==> src/core/acrf_pkg.sv <==
// Shared constants and types for the converter control and result format block.
// Assumes a 32-bit AXI4-Lite register bus and one 125 MHz clock.
package acrf_pkg;

	// ----------------------------------------------------------------
	// Register map
	// ----------------------------------------------------------------
	localparam logic [3:0] CTRL_OFS   = 4'h0; // Converter control register.
	localparam logic [3:0] RESH_OFS   = 4'h4; // High result register.
	localparam logic [3:0] RESL_OFS   = 4'h8; // Low result register.
	localparam logic [3:0] STATUS_OFS = 4'hc; // Block state register.
	localparam logic [7:0] CTRL_RST   = 8'h00; // Control reset value.

	// ----------------------------------------------------------------
	// Control field positions
	// ----------------------------------------------------------------
	localparam int PWR_BIT  = 7; // Power up bit.
	localparam int JUST_BIT = 6; // Justify select.
	localparam int RES_BIT  = 5; // Resolution select.
	localparam int SGN_BIT  = 4; // Signed select.
	localparam int PRS_MSB  = 3; // Prescale select top bit.

	// ----------------------------------------------------------------
	// Bus responses
	// ----------------------------------------------------------------
	localparam logic [1:0] RESP_OKAY   = 2'h0; // Normal answer.
	localparam logic [1:0] RESP_SLVERR = 2'h2; // Unmapped address.

	// Decoded control fields.
	typedef struct packed
	{
		logic       power_up_bit;
		logic       justify_select;
		logic       resolution_select;
		logic       signed_select;
		logic [3:0] clock_prescale_select;
	} acrf_ctrl_s;

	// Formatted result pair.
	typedef struct packed
	{
		logic [7:0] result_high;
		logic [7:0] result_low;
	} acrf_result_s;

endpackage

==> src/core/acrf_top.sv <==
// Control register, result formatter and conversion clock prescaler
// of a 10-bit successive-approximation converter.
// Assumes the analog path raises conv_done with a raw 10-bit code, and
// that the status register logic drives start_req, both on aclk.
//
// The placing of the registers and the AXI4-Lite slave port were left to the implementer.

module acrf_top
(
	// Clock and reset.
	input  wire logic        aclk,
	input  wire logic        aresetn,
	// AXI4-Lite write address and data.
	input  wire logic [31:0] s_axi_awaddr,
	input  wire logic        s_axi_awvalid,
	output logic             s_axi_awready,
	input  wire logic [31:0] s_axi_wdata,
	input  wire logic [3:0]  s_axi_wstrb,
	input  wire logic        s_axi_wvalid,
	output logic             s_axi_wready,
	// AXI4-Lite write response.
	output logic [1:0]       s_axi_bresp,
	output logic             s_axi_bvalid,
	input  wire logic        s_axi_bready,
	// AXI4-Lite read address and data.
	input  wire logic [31:0] s_axi_araddr,
	input  wire logic        s_axi_arvalid,
	output logic             s_axi_arready,
	output logic [31:0]      s_axi_rdata,
	output logic [1:0]       s_axi_rresp,
	output logic             s_axi_rvalid,
	input  wire logic        s_axi_rready,
	// Status register side and analog path.
	input  wire logic        start_req,
	input  wire logic        conv_done,
	input  wire logic [9:0]  conv_code,
	output logic             conv_abort,
	output logic             conv_start,
	output logic             conv_busy,
	output logic             conv_clk_en,
	output logic             done_flag
);

	// ----------------------------------------------------------------
	// Storage
	// ----------------------------------------------------------------
	acrf_pkg::acrf_ctrl_s   ctrl_r;     // Converter control register.
	acrf_pkg::acrf_result_s result_r;   // Formatted result registers.
	logic                   aw_held_r;  // Write address captured.
	logic                   w_held_r;   // Write data captured.
	logic [3:0]             aw_addr_r;  // Captured write offset.
	logic [7:0]             w_data_r;   // Captured low data byte.
	logic                   w_lane_r;   // Low byte lane enabled.
	logic [4:0]             div_cnt_r;  // Prescale counter.
	logic                   ctrl_wr;    // Control write this cycle.
	logic                   wr_go;      // Write performed this cycle.
	logic                   rd_go;      // Read taken this cycle.
	logic [3:0]             rd_ofs;     // Read offset.
	logic [4:0]             div_max;    // Last count of a period.
	acrf_pkg::acrf_result_s fmt;        // Result about to be stored.

	// ----------------------------------------------------------------
	// Write channel
	// ----------------------------------------------------------------

	// Address and data are taken independently, in either order.
	assign wr_go = aw_held_r && w_held_r && !s_axi_bvalid;
	assign ctrl_wr = wr_go && aw_addr_r == acrf_pkg::CTRL_OFS && w_lane_r;

	// Capture write address.
	always_ff @(posedge aclk)
	begin
		if (!aresetn)
		begin
			aw_held_r <= 1'b0;
			aw_addr_r <= 4'h0;
		end
		else if (s_axi_awvalid && s_axi_awready)
		begin
			aw_held_r <= 1'b1;
			aw_addr_r <= s_axi_awaddr[3:0];
		end
		else if (wr_go)
		begin
			aw_held_r <= 1'b0;
		end
	end

	// Capture write data.
	always_ff @(posedge aclk)
	begin
		if (!aresetn)
		begin
			w_held_r <= 1'b0;
			w_data_r <= 8'h00;
			w_lane_r <= 1'b0;
		end
		else if (s_axi_wvalid && s_axi_wready)
		begin
			w_held_r <= 1'b1;
			w_data_r <= s_axi_wdata[7:0];
			w_lane_r <= s_axi_wstrb[0];
		end
		else if (wr_go)
		begin
			w_held_r <= 1'b0;
		end
	end

	// Ready is high while the matching slot is empty and no write response is pending.
	always_ff @(posedge aclk)
	begin
		if (!aresetn)
		begin
			s_axi_awready <= 1'b0;
			s_axi_wready  <= 1'b0;
		end
		else
		begin
			s_axi_awready <= !aw_held_r && !(s_axi_awvalid && s_axi_awready)
				&& !s_axi_bvalid;
			s_axi_wready  <= !w_held_r && !(s_axi_wvalid && s_axi_wready)
				&& !s_axi_bvalid;
		end
	end

	// Write response; only the four word offsets are mapped.
	always_ff @(posedge aclk)
	begin
		if (!aresetn)
		begin
			s_axi_bvalid <= 1'b0;
			s_axi_bresp  <= acrf_pkg::RESP_OKAY;
		end
		else if (wr_go)
		begin
			s_axi_bvalid <= 1'b1;
			s_axi_bresp  <= (aw_addr_r == acrf_pkg::CTRL_OFS ||
				aw_addr_r == acrf_pkg::RESH_OFS ||
				aw_addr_r == acrf_pkg::RESL_OFS ||
				aw_addr_r == acrf_pkg::STATUS_OFS)
				? acrf_pkg::RESP_OKAY : acrf_pkg::RESP_SLVERR;
		end
		else if (s_axi_bready)
		begin
			s_axi_bvalid <= 1'b0;
		end
	end

	// Control register; result and status words are read-only.
	always_ff @(posedge aclk)
	begin
		if (!aresetn)
		begin
			ctrl_r <= acrf_pkg::acrf_ctrl_s'(acrf_pkg::CTRL_RST);
		end
		else if (ctrl_wr)
		begin
			ctrl_r <= acrf_pkg::acrf_ctrl_s'(w_data_r);
		end
	end

	// ----------------------------------------------------------------
	// Conversion control
	// ----------------------------------------------------------------

	// Abort, start and busy tracking for the analog path.
	always_ff @(posedge aclk)
	begin
		if (!aresetn)
		begin
			conv_abort <= 1'b1;
			conv_start <= 1'b0;
			conv_busy  <= 1'b0;
		end
		else
		begin
			// A control write or powered-down state aborts.
			conv_abort <= ctrl_wr || !ctrl_r.power_up_bit;
			// Only a status write starts a conversion, never a control write.
			conv_start <= start_req && ctrl_r.power_up_bit && !ctrl_wr;
			if (ctrl_wr || !ctrl_r.power_up_bit)
			begin
				conv_busy <= 1'b0;
			end
			else if (start_req)
			begin
				conv_busy <= 1'b1;
			end
			else if (conv_done)
			begin
				conv_busy <= 1'b0;
			end
		end
	end

	// Completion flag; a new completion wins over a clear.
	always_ff @(posedge aclk)
	begin
		if (!aresetn)
		begin
			done_flag <= 1'b0;
		end
		else if (conv_done && conv_busy && !ctrl_wr && ctrl_r.power_up_bit)
		begin
			done_flag <= 1'b1;
		end
		else if (start_req || (rd_go && (rd_ofs == acrf_pkg::RESH_OFS ||
			rd_ofs == acrf_pkg::RESL_OFS)))
		begin
			done_flag <= 1'b0;
		end
	end

	// ----------------------------------------------------------------
	// Result formatting
	// ----------------------------------------------------------------

	// Map the raw code onto the result pair.
	always_comb
	begin
		fmt = '0;
		if (ctrl_r.resolution_select)
		begin
			// Eight-bit result is always in the high register.
			fmt.result_high = conv_code[9:2];
			// Signed only while left justified.
			if (ctrl_r.signed_select && !ctrl_r.justify_select)
			begin
				fmt.result_high[7] = ~conv_code[9];
			end
		end
		else if (ctrl_r.justify_select)
		begin
			// Right justified: signed select is ignored.
			fmt.result_high = {6'h00, conv_code[9:8]};
			fmt.result_low  = conv_code[7:0];
		end
		else
		begin
			// Left justified ten-bit layout.
			fmt.result_high = conv_code[9:2];
			fmt.result_low  = {conv_code[1:0], 6'h00};
			if (ctrl_r.signed_select)
			begin
				fmt.result_high[7] = ~conv_code[9];
			end
		end
	end

	// Results update only on a completion that was not aborted.
	always_ff @(posedge aclk)
	begin
		if (!aresetn)
		begin
			result_r <= '0;
		end
		else if (conv_done && conv_busy && !ctrl_wr && ctrl_r.power_up_bit)
		begin
			result_r <= fmt;
		end
	end

	// ----------------------------------------------------------------
	// Conversion clock prescaler
	// ----------------------------------------------------------------

	// One enable pulse every (select+1)*2 bus clocks.
	assign div_max = 5'({ctrl_r.clock_prescale_select, 1'b1});

	// Counter runs only while powered up; restarts on a control write.
	always_ff @(posedge aclk)
	begin
		if (!aresetn)
		begin
			div_cnt_r   <= 5'h00;
			conv_clk_en <= 1'b0;
		end
		else if (!ctrl_r.power_up_bit || ctrl_wr)
		begin
			div_cnt_r   <= 5'h00;
			conv_clk_en <= 1'b0;
		end
		else if (div_cnt_r >= div_max)
		begin
			div_cnt_r   <= 5'h00;
			conv_clk_en <= 1'b1;
		end
		else
		begin
			div_cnt_r   <= div_cnt_r + 5'h01;
			conv_clk_en <= 1'b0;
		end
	end

	// ----------------------------------------------------------------
	// Read channel
	// ----------------------------------------------------------------
	assign rd_go  = s_axi_arvalid && s_axi_arready;
	assign rd_ofs = s_axi_araddr[3:0];

	// Address ready while no read answer is outstanding.
	always_ff @(posedge aclk)
	begin
		if (!aresetn)
		begin
			s_axi_arready <= 1'b0;
		end
		else
		begin
			s_axi_arready <= !s_axi_rvalid && !rd_go;
		end
	end

	// Read data and response.
	always_ff @(posedge aclk)
	begin
		if (!aresetn)
		begin
			s_axi_rvalid <= 1'b0;
			s_axi_rdata  <= 32'h0000_0000;
			s_axi_rresp  <= acrf_pkg::RESP_OKAY;
		end
		else if (rd_go)
		begin
			s_axi_rvalid <= 1'b1;
			s_axi_rresp  <= acrf_pkg::RESP_OKAY;
			unique case (rd_ofs)
				acrf_pkg::CTRL_OFS:
					s_axi_rdata <= {24'h000000, ctrl_r};
				acrf_pkg::RESH_OFS:
					s_axi_rdata <= {24'h000000, result_r.result_high};
				acrf_pkg::RESL_OFS:
					s_axi_rdata <= {24'h000000, result_r.result_low};
				acrf_pkg::STATUS_OFS:
					s_axi_rdata <= {29'h00000000, conv_clk_en,
						conv_busy, done_flag};
				default:
				begin
					s_axi_rdata <= 32'h0000_0000;
					s_axi_rresp <= acrf_pkg::RESP_SLVERR;
				end
			endcase
		end
		else if (s_axi_rready)
		begin
			s_axi_rvalid <= 1'b0;
		end
	end

endmodule

==> config.mk <==
export PLATFORM = sky130hd
export DESIGN_NAME = acrf_top
export DESIGN_NICKNAME = d
export VERILOG_FILES = /design/src/core/acrf_pkg.sv /design/src/core/acrf_top.sv
export SDC_FILE = /design/constraint.sdc
export NUM_CORES = 1
export LEC_CHECK = 0
export ABC_CLOCK_PERIOD_IN_PS = 1710
export BUFFER_PORTS_ARGS = -buffer_cell sky130_fd_sc_hd__buf_2
export CORE_MARGIN = 2
export CORE_UTILIZATION = 43
export CTS_CLUSTER_DIAMETER = 150
export DETAILED_ROUTE_END_ITERATION = 7
export GPL_TIMING_DRIVEN = 0
export PLACE_DENSITY = 0.79
export SYNTH_ARGS = -nofsm -noshare
export SYNTH_HDL_FRONTEND = slang
export SYNTH_SLANG_ARGS = --single-unit
==> constraint.sdc <==
create_clock -name aclk -period 1.71 [get_ports aclk]
set_input_delay 0.342 -clock aclk [delete_from_list [all_inputs] [get_ports aclk]]
set_output_delay 0.342 -clock aclk [all_outputs]
set_load 0.005 [all_outputs]
Word-level counts from Yosys, hierarchy flattened
Cells that the tools add are included.

storage, ports and cells
  flip-flop bits (word level) = 90
  input port bits = 119
  output and inout port bits = 46
  word-level logic and storage cells = 102

cells by class
  add/subtract/negate cells = 1
  magnitude comparators = 1
  eq/ne operators = 6
  muxes and demuxes = 20
  bitwise logic cells = 2
  reduce and logical (&&, ||, !) cells = 46

operators by type and width
  kind                   number
  $pmux W8 S4            1
  $logic_and A1 B1 Y1    19
  $eq A4 B4 Y1 const B   4
  $mux W16               1
  $mux W8                2
  $mux W1                14
  $reduce_bool A2 Y1     6
  $logic_not A1 Y1       10
  $eq A4 B3 Y1 const B   2
  $logic_not A4 Y1       2
  $logic_or A1 B1 Y1     6
  $add A5 B1 Y5 const B  1
  $ge A5 B5 Y1           1
  $mux W2                2
  $reduce_or A4 Y1       1
  $reduce_or A3 Y1       1
  $not A1 Y1             2
  $reduce_or A2 Y1       1

Longest topological paths before layout
  depth in word-level cells = 8
  gate-level depth with buffers = 6
  gate-level depth less buffers = 6

Worst setup path after synthesis
Ideal clock, no wire load.

  kind = register to register
  start = register s_axi_bvalid
  end = register conv_clk_en
  setup time = 0.115 ns
  data arrival time = 1.438 ns
  data required time = 1.595 ns
  slack = 0.157 ns
  cell stages (with the launch flop) = 6
  path buffers = 1
  period minus slack after synthesis = 1.553 ns
  cells stage by stage = dfxtp_1 > nand3b_4 > or4_4 > buf_6 > nand3_4 > o21ba_1

on the way
  cells in the longest elaborated chain, start to end = 6

ends and longest elaborated chain
  what                              RTL line         text
  from (decl)                       acrf_top.sv:23   output logic s_axi_bvalid,
  from (signal assigned)            acrf_top.sv:132  s_axi_bvalid <= 1'b0;
  from (signal assigned)            acrf_top.sv:137  s_axi_bvalid <= 1'b1;
  from (signal assigned)            acrf_top.sv:146  s_axi_bvalid <= 1'b0;
  $logic_not A1 Y1                  acrf_top.sv:67   assign wr_go = aw_held_r && w_held_r && !s_axi_bvalid;
  $logic_and A1 B1 Y1               acrf_top.sv:67
  $logic_and A1 B1 Y1 (2 in a row)  acrf_top.sv:68   assign ctrl_wr = wr_go && aw_addr_r == acrf_pkg::CTRL_OFS && w_lane_r;
  $logic_or A1 B1 Y1                acrf_top.sv:279  else if (!ctrl_r.power_up_bit || ctrl_wr)
  $reduce_or A2 Y1 (no line)        -
  to (signal assigned)              acrf_top.sv:277  conv_clk_en <= 1'b0;
  to (signal assigned)              acrf_top.sv:282  conv_clk_en <= 1'b0;
  to (signal assigned)              acrf_top.sv:287  conv_clk_en <= 1'b1;
  to (decl)                         acrf_top.sv:40   output logic conv_clk_en,

No other way between the ends.
A chain may end at the register's enable or synchronous reset.

Worst setup path in the final report
  start = register aw_addr_r[0]
  end = register conv_clk_en

on the way
  cells in the longest elaborated chain, start to end = 5

ends and longest elaborated chain
  what                              RTL line         text
  from (decl)                       acrf_top.sv:51   logic [3:0] aw_addr_r;
  from (signal assigned)            acrf_top.sv:81   aw_addr_r <= s_axi_awaddr[3:0];
  $logic_not A4 Y1                  acrf_top.sv:68
  $logic_and A1 B1 Y1 (2 in a row)  acrf_top.sv:68
  $logic_or A1 B1 Y1                acrf_top.sv:279
  $reduce_or A2 Y1 (no line)        -

No other way between the ends.

==> out/results.ini <==
[run_status]
outcome=complete, no violations

[grt]
grt_pass1_vias=2395
grt_pass1_wl_um=10780
grt_max_degree=11
grt_use_total_pct=18.46
grt_overflow=0
antenna_found_initial=0

[clocking]
clockRootBuffer=clkbuf_8
clkTransAtPathRegs_ns=0.07
numCtsBuffers=9
clockBufferDepth=2
tritoncts=done
clock_latency_ns=0.34
clock-sinks=64
ctsHtreeMaxLevel=3

[worst_setup_path]
cp-start-kind=flop
r2r-start=aw_addr_r[0]
endpoint_kind=flop
required_ns=1.95
r2r_end=conv_clk_en
arrival_ns=1.85
cp-endpoint=conv_clk_en
r2r_cells=5
startpoint=aw_addr_r[0]
worstSetupPathType=reg -> reg
rrSetupSlack_ns=0.1
cp_max_fo=10

[route]
drt_pass1_iterations=4
totalWireLength_um=6598
drc=0
drtIter0Drc=104
wl_per_cell_um=13.22
ant_nets=0
vias=2529
viasPerCell=5.068

[sta]
slew_headroom_pct=52.61
finalHoldViolCount=0
timing.final.crit_share_pct=94.24
max_freq_mhz=620.5
finalClockSkew_ns=0.01062
fin_setup_tns_ns=0
setup_viol=0
maxSlewViolCount=0
rsz0062_at_grt=no
worst_pin_slew_ns=0.7108
hold_ws_ns=0.2397
layout_min_cycle_time_ns=1.611

[logic_synthesis]
yosysSeqAreaShare_pct=44.16
ys_types=44
synth-compound-area-share_pct=15.44
syn_area_sq_um=2902
synthAdderAreaFrac_pct=2.156
avgSynthCellArea_sq_um=8.955
synth-edff-count=0
ys_async_sr_fraction_pct=0
synth.area.mux_share_pct=5.088
synthesis.instances=324
synthSimpleGateAreaFrac_pct=21.26
synth_warnings=0
synthXorXnorAreaFrac_pct=1.509
synth_ff_type=dfxtp_1
ys_ff_latch=64
synth_top_family_by_area=simple AND/OR/NAND/NOR gates

[power]
power_switching_w=0.0007153
ir_drop_mv=1.116
pwr-share-comb_pct=7.8
switching_share_pct=21.99
intPower_w=0.002538
pwr-share-clk_pct=44.6
sequentialPowerShare_pct=47.6
power_density_nw_per_um2=890.7
p_leak_nw=1.564

[floorplanning]
die_w_um=86.15
rows=29
ioPinCount=165
die_h_um=86.15
start_util_pct=45.18
die_area_sq_um=7421
core_sq_um=6422

[finish]
drive_gt1_share_pct=28.67
syn_to_final_growth_pct=25.87
fillers=585
nets=542
n_antenna_cell=0

[place]
portBuffers=53
dp_hpwl_um=4873
gp_congestion=0.9066

[hold_path]
hp-class=in -> reg

[run]
maxCapViolCount=0

==> stage by stage <==
step                      std cells  area, sq um  utilization, %  power (W)  setup WS [ns]
after floorplan                 349         2995               -   0.001729         0.1568
after global placement          479         3357           52.27   0.001814        0.03425
after detailed placement        479         3357           52.27   0.001818        0.01348
after CTS                       494         3577           55.70   0.003259       0.003587
after global routing            499         3652           56.87   0.003375        0.01927
final                           499         3652           56.87   0.003253        0.09852
==> flip-flops by register name (all words and copies together) (netlist names), 4 cells and up <==
register / flops
div_cnt_r: 5
ctrl_r: 8
result_r: 16
aw_addr_r: 4
s_axi_rdata: 8
w_data_r: 8
==> area by class of cell <==
| class | instances | area (sq um) | share of cell area [%] |
|---|---|---|---|
| Clock inverter | 3 | 65.06 | 1.781 |
| Sequential cell | 64 | 1286 | 35.22 |
| Buffer | 40 | 270.3 | 7.400 |
| Inverter | 8 | 30.03 | 0.8222 |
| Timing Repair Buffer | 57 | 295.3 | 8.085 |
| Multi-Input combinational cell | 238 | 1454 | 39.81 |
| Clock buffer | 12 | 155.1 | 4.248 |
| Tap cell | 77 | 96.34 | 2.638 |
==> cells in the final DEF, fill, tap and decap left out, types with 2 or more instances in the layout <==
cell type / Yosys / layout
xor2_1: 3 / 3
inv_1: 8 / 8
nand2b_1: 5 / 5
nand2_1: 57 / 57
dfxtp_1: 64 / 60
a22o_1: 3 / 3
a311oi_2: 2 / 2
conb_1: 1 / 26
nor4_1: 5 / 4
buf_6: 2 / 2
ha_1: 5 / 5
mux2i_1: 8 / 8
or3_1: 2 / 2
a21boi_1: 7 / 7
mux4_2: 3 / 3
buf_4: 27 / 32
o21ai_0: 9 / 9
clkbuf_1: 9 / 10
bufinv_16: 0 / 2
clkbuf_8: 0 / 11
xnor2_1: 2 / 2
nor3_1: 4 / 4
a21boi_0: 16 / 16
nand3_1: 25 / 25
a21oi_1: 23 / 23
dfxtp_2: 0 / 4
buf_2: 1 / 53
nor2_1: 12 / 11
nor2b_1: 3 / 3
==> worst max-delay path, cell delays in order, from the launching register on <==
cell,delay [ns]
dfxtp_1,0.34
or2_1,0.25
or4_4,0.48
buf_6,0.16
nand3_4,0.11
o21ba_1,0.17
==> repair_timing <==
item | in CTS | in global routing
setup buffers | 0 | 4
endpoints found under the setup margin | 0 | 20
hold buffers | 0 | 0
resized for setup | 0 | 11
==> synthesized netlist by cell type (2+ instances only) <==
library cell,n,share of area (%)
a21boi_0,16,4.1
a21boi_1,7,1.8
a21oi_1,23,4.0
a22o_1,3,0.91
a311oi_2,2,1.0
buf_4,27,7.0
buf_6,2,0.78
clkbuf_1,9,1.2
dfxtp_1,64,44
ha_1,5,2.2
inv_1,8,1.0
mux2i_1,8,2.8
mux4_2,3,2.3
nand2_1,57,7.4
nand2b_1,5,1.1
nand3_1,25,4.3
nor2_1,12,1.6
nor2b_1,3,0.65
nor3_1,4,0.69
nor4_1,5,1.1
o21ai_0,9,1.6
or3_1,2,0.43
xnor2_1,2,0.60
xor2_1,3,0.91
==> layer usage <==
metal / part of all wire, % / global-route usage [%] / vias up
met5: 0 / 0 / -
met4: 1.0 / 4.906 / 0
met3: 6.9 / 6.930 / 8
met2: 48 / 31.15 / 94
met1: 44 / 22.05 / 1171
li1: - / - / 1256
==> power groups by stage <==
stage | Clock (W) | Combinational (W) | Sequential [W]
after global placement | 0 | 0.000236 | 0.00158
final | 0.00145 | 0.000254 | 0.00155
after floorplan | 0 | 0.000154 | 0.00157
after CTS | 0.00147 | 0.000239 | 0.00155
after global routing | 0.00154 | 0.000283 | 0.00155
after detailed placement | 0 | 0.000238 | 0.00158
==> cell families (layout without fill, tap and decap cells) <==
logic type	Yosys count	after routing
flops	64	64
compound gates	67	67
buf+inv	48	120
other cells	1	26
simple gates	123	124
xor+xnor	5	5
mux	11	11
fa+ha+maj	5	5
==> worst min path at each step <==
| stage | startpoint | to | slack (ns) | depth (start not counted) |
|---|---|---|---|---|
| 6_report | s_axi_wdata[2] | w_data_r[2] | 0.24 | 3 |
| 5_1_grt | s_axi_wstrb[0] | w_lane_r | 0.23 | 3 |
| 4_1_cts | s_axi_wstrb[0] | w_lane_r | 0.23 | 3 |
| 3_5_place_dp | s_axi_rvalid | s_axi_arready | 0.43 | 1 |
| 3_3_place_gp | s_axi_rvalid | s_axi_arready | 0.42 | 1 |
| 2_1_floorplan | result_r[0] | result_r[0] | 0.43 | 2 |
Power figures use the tool's default switching activity.
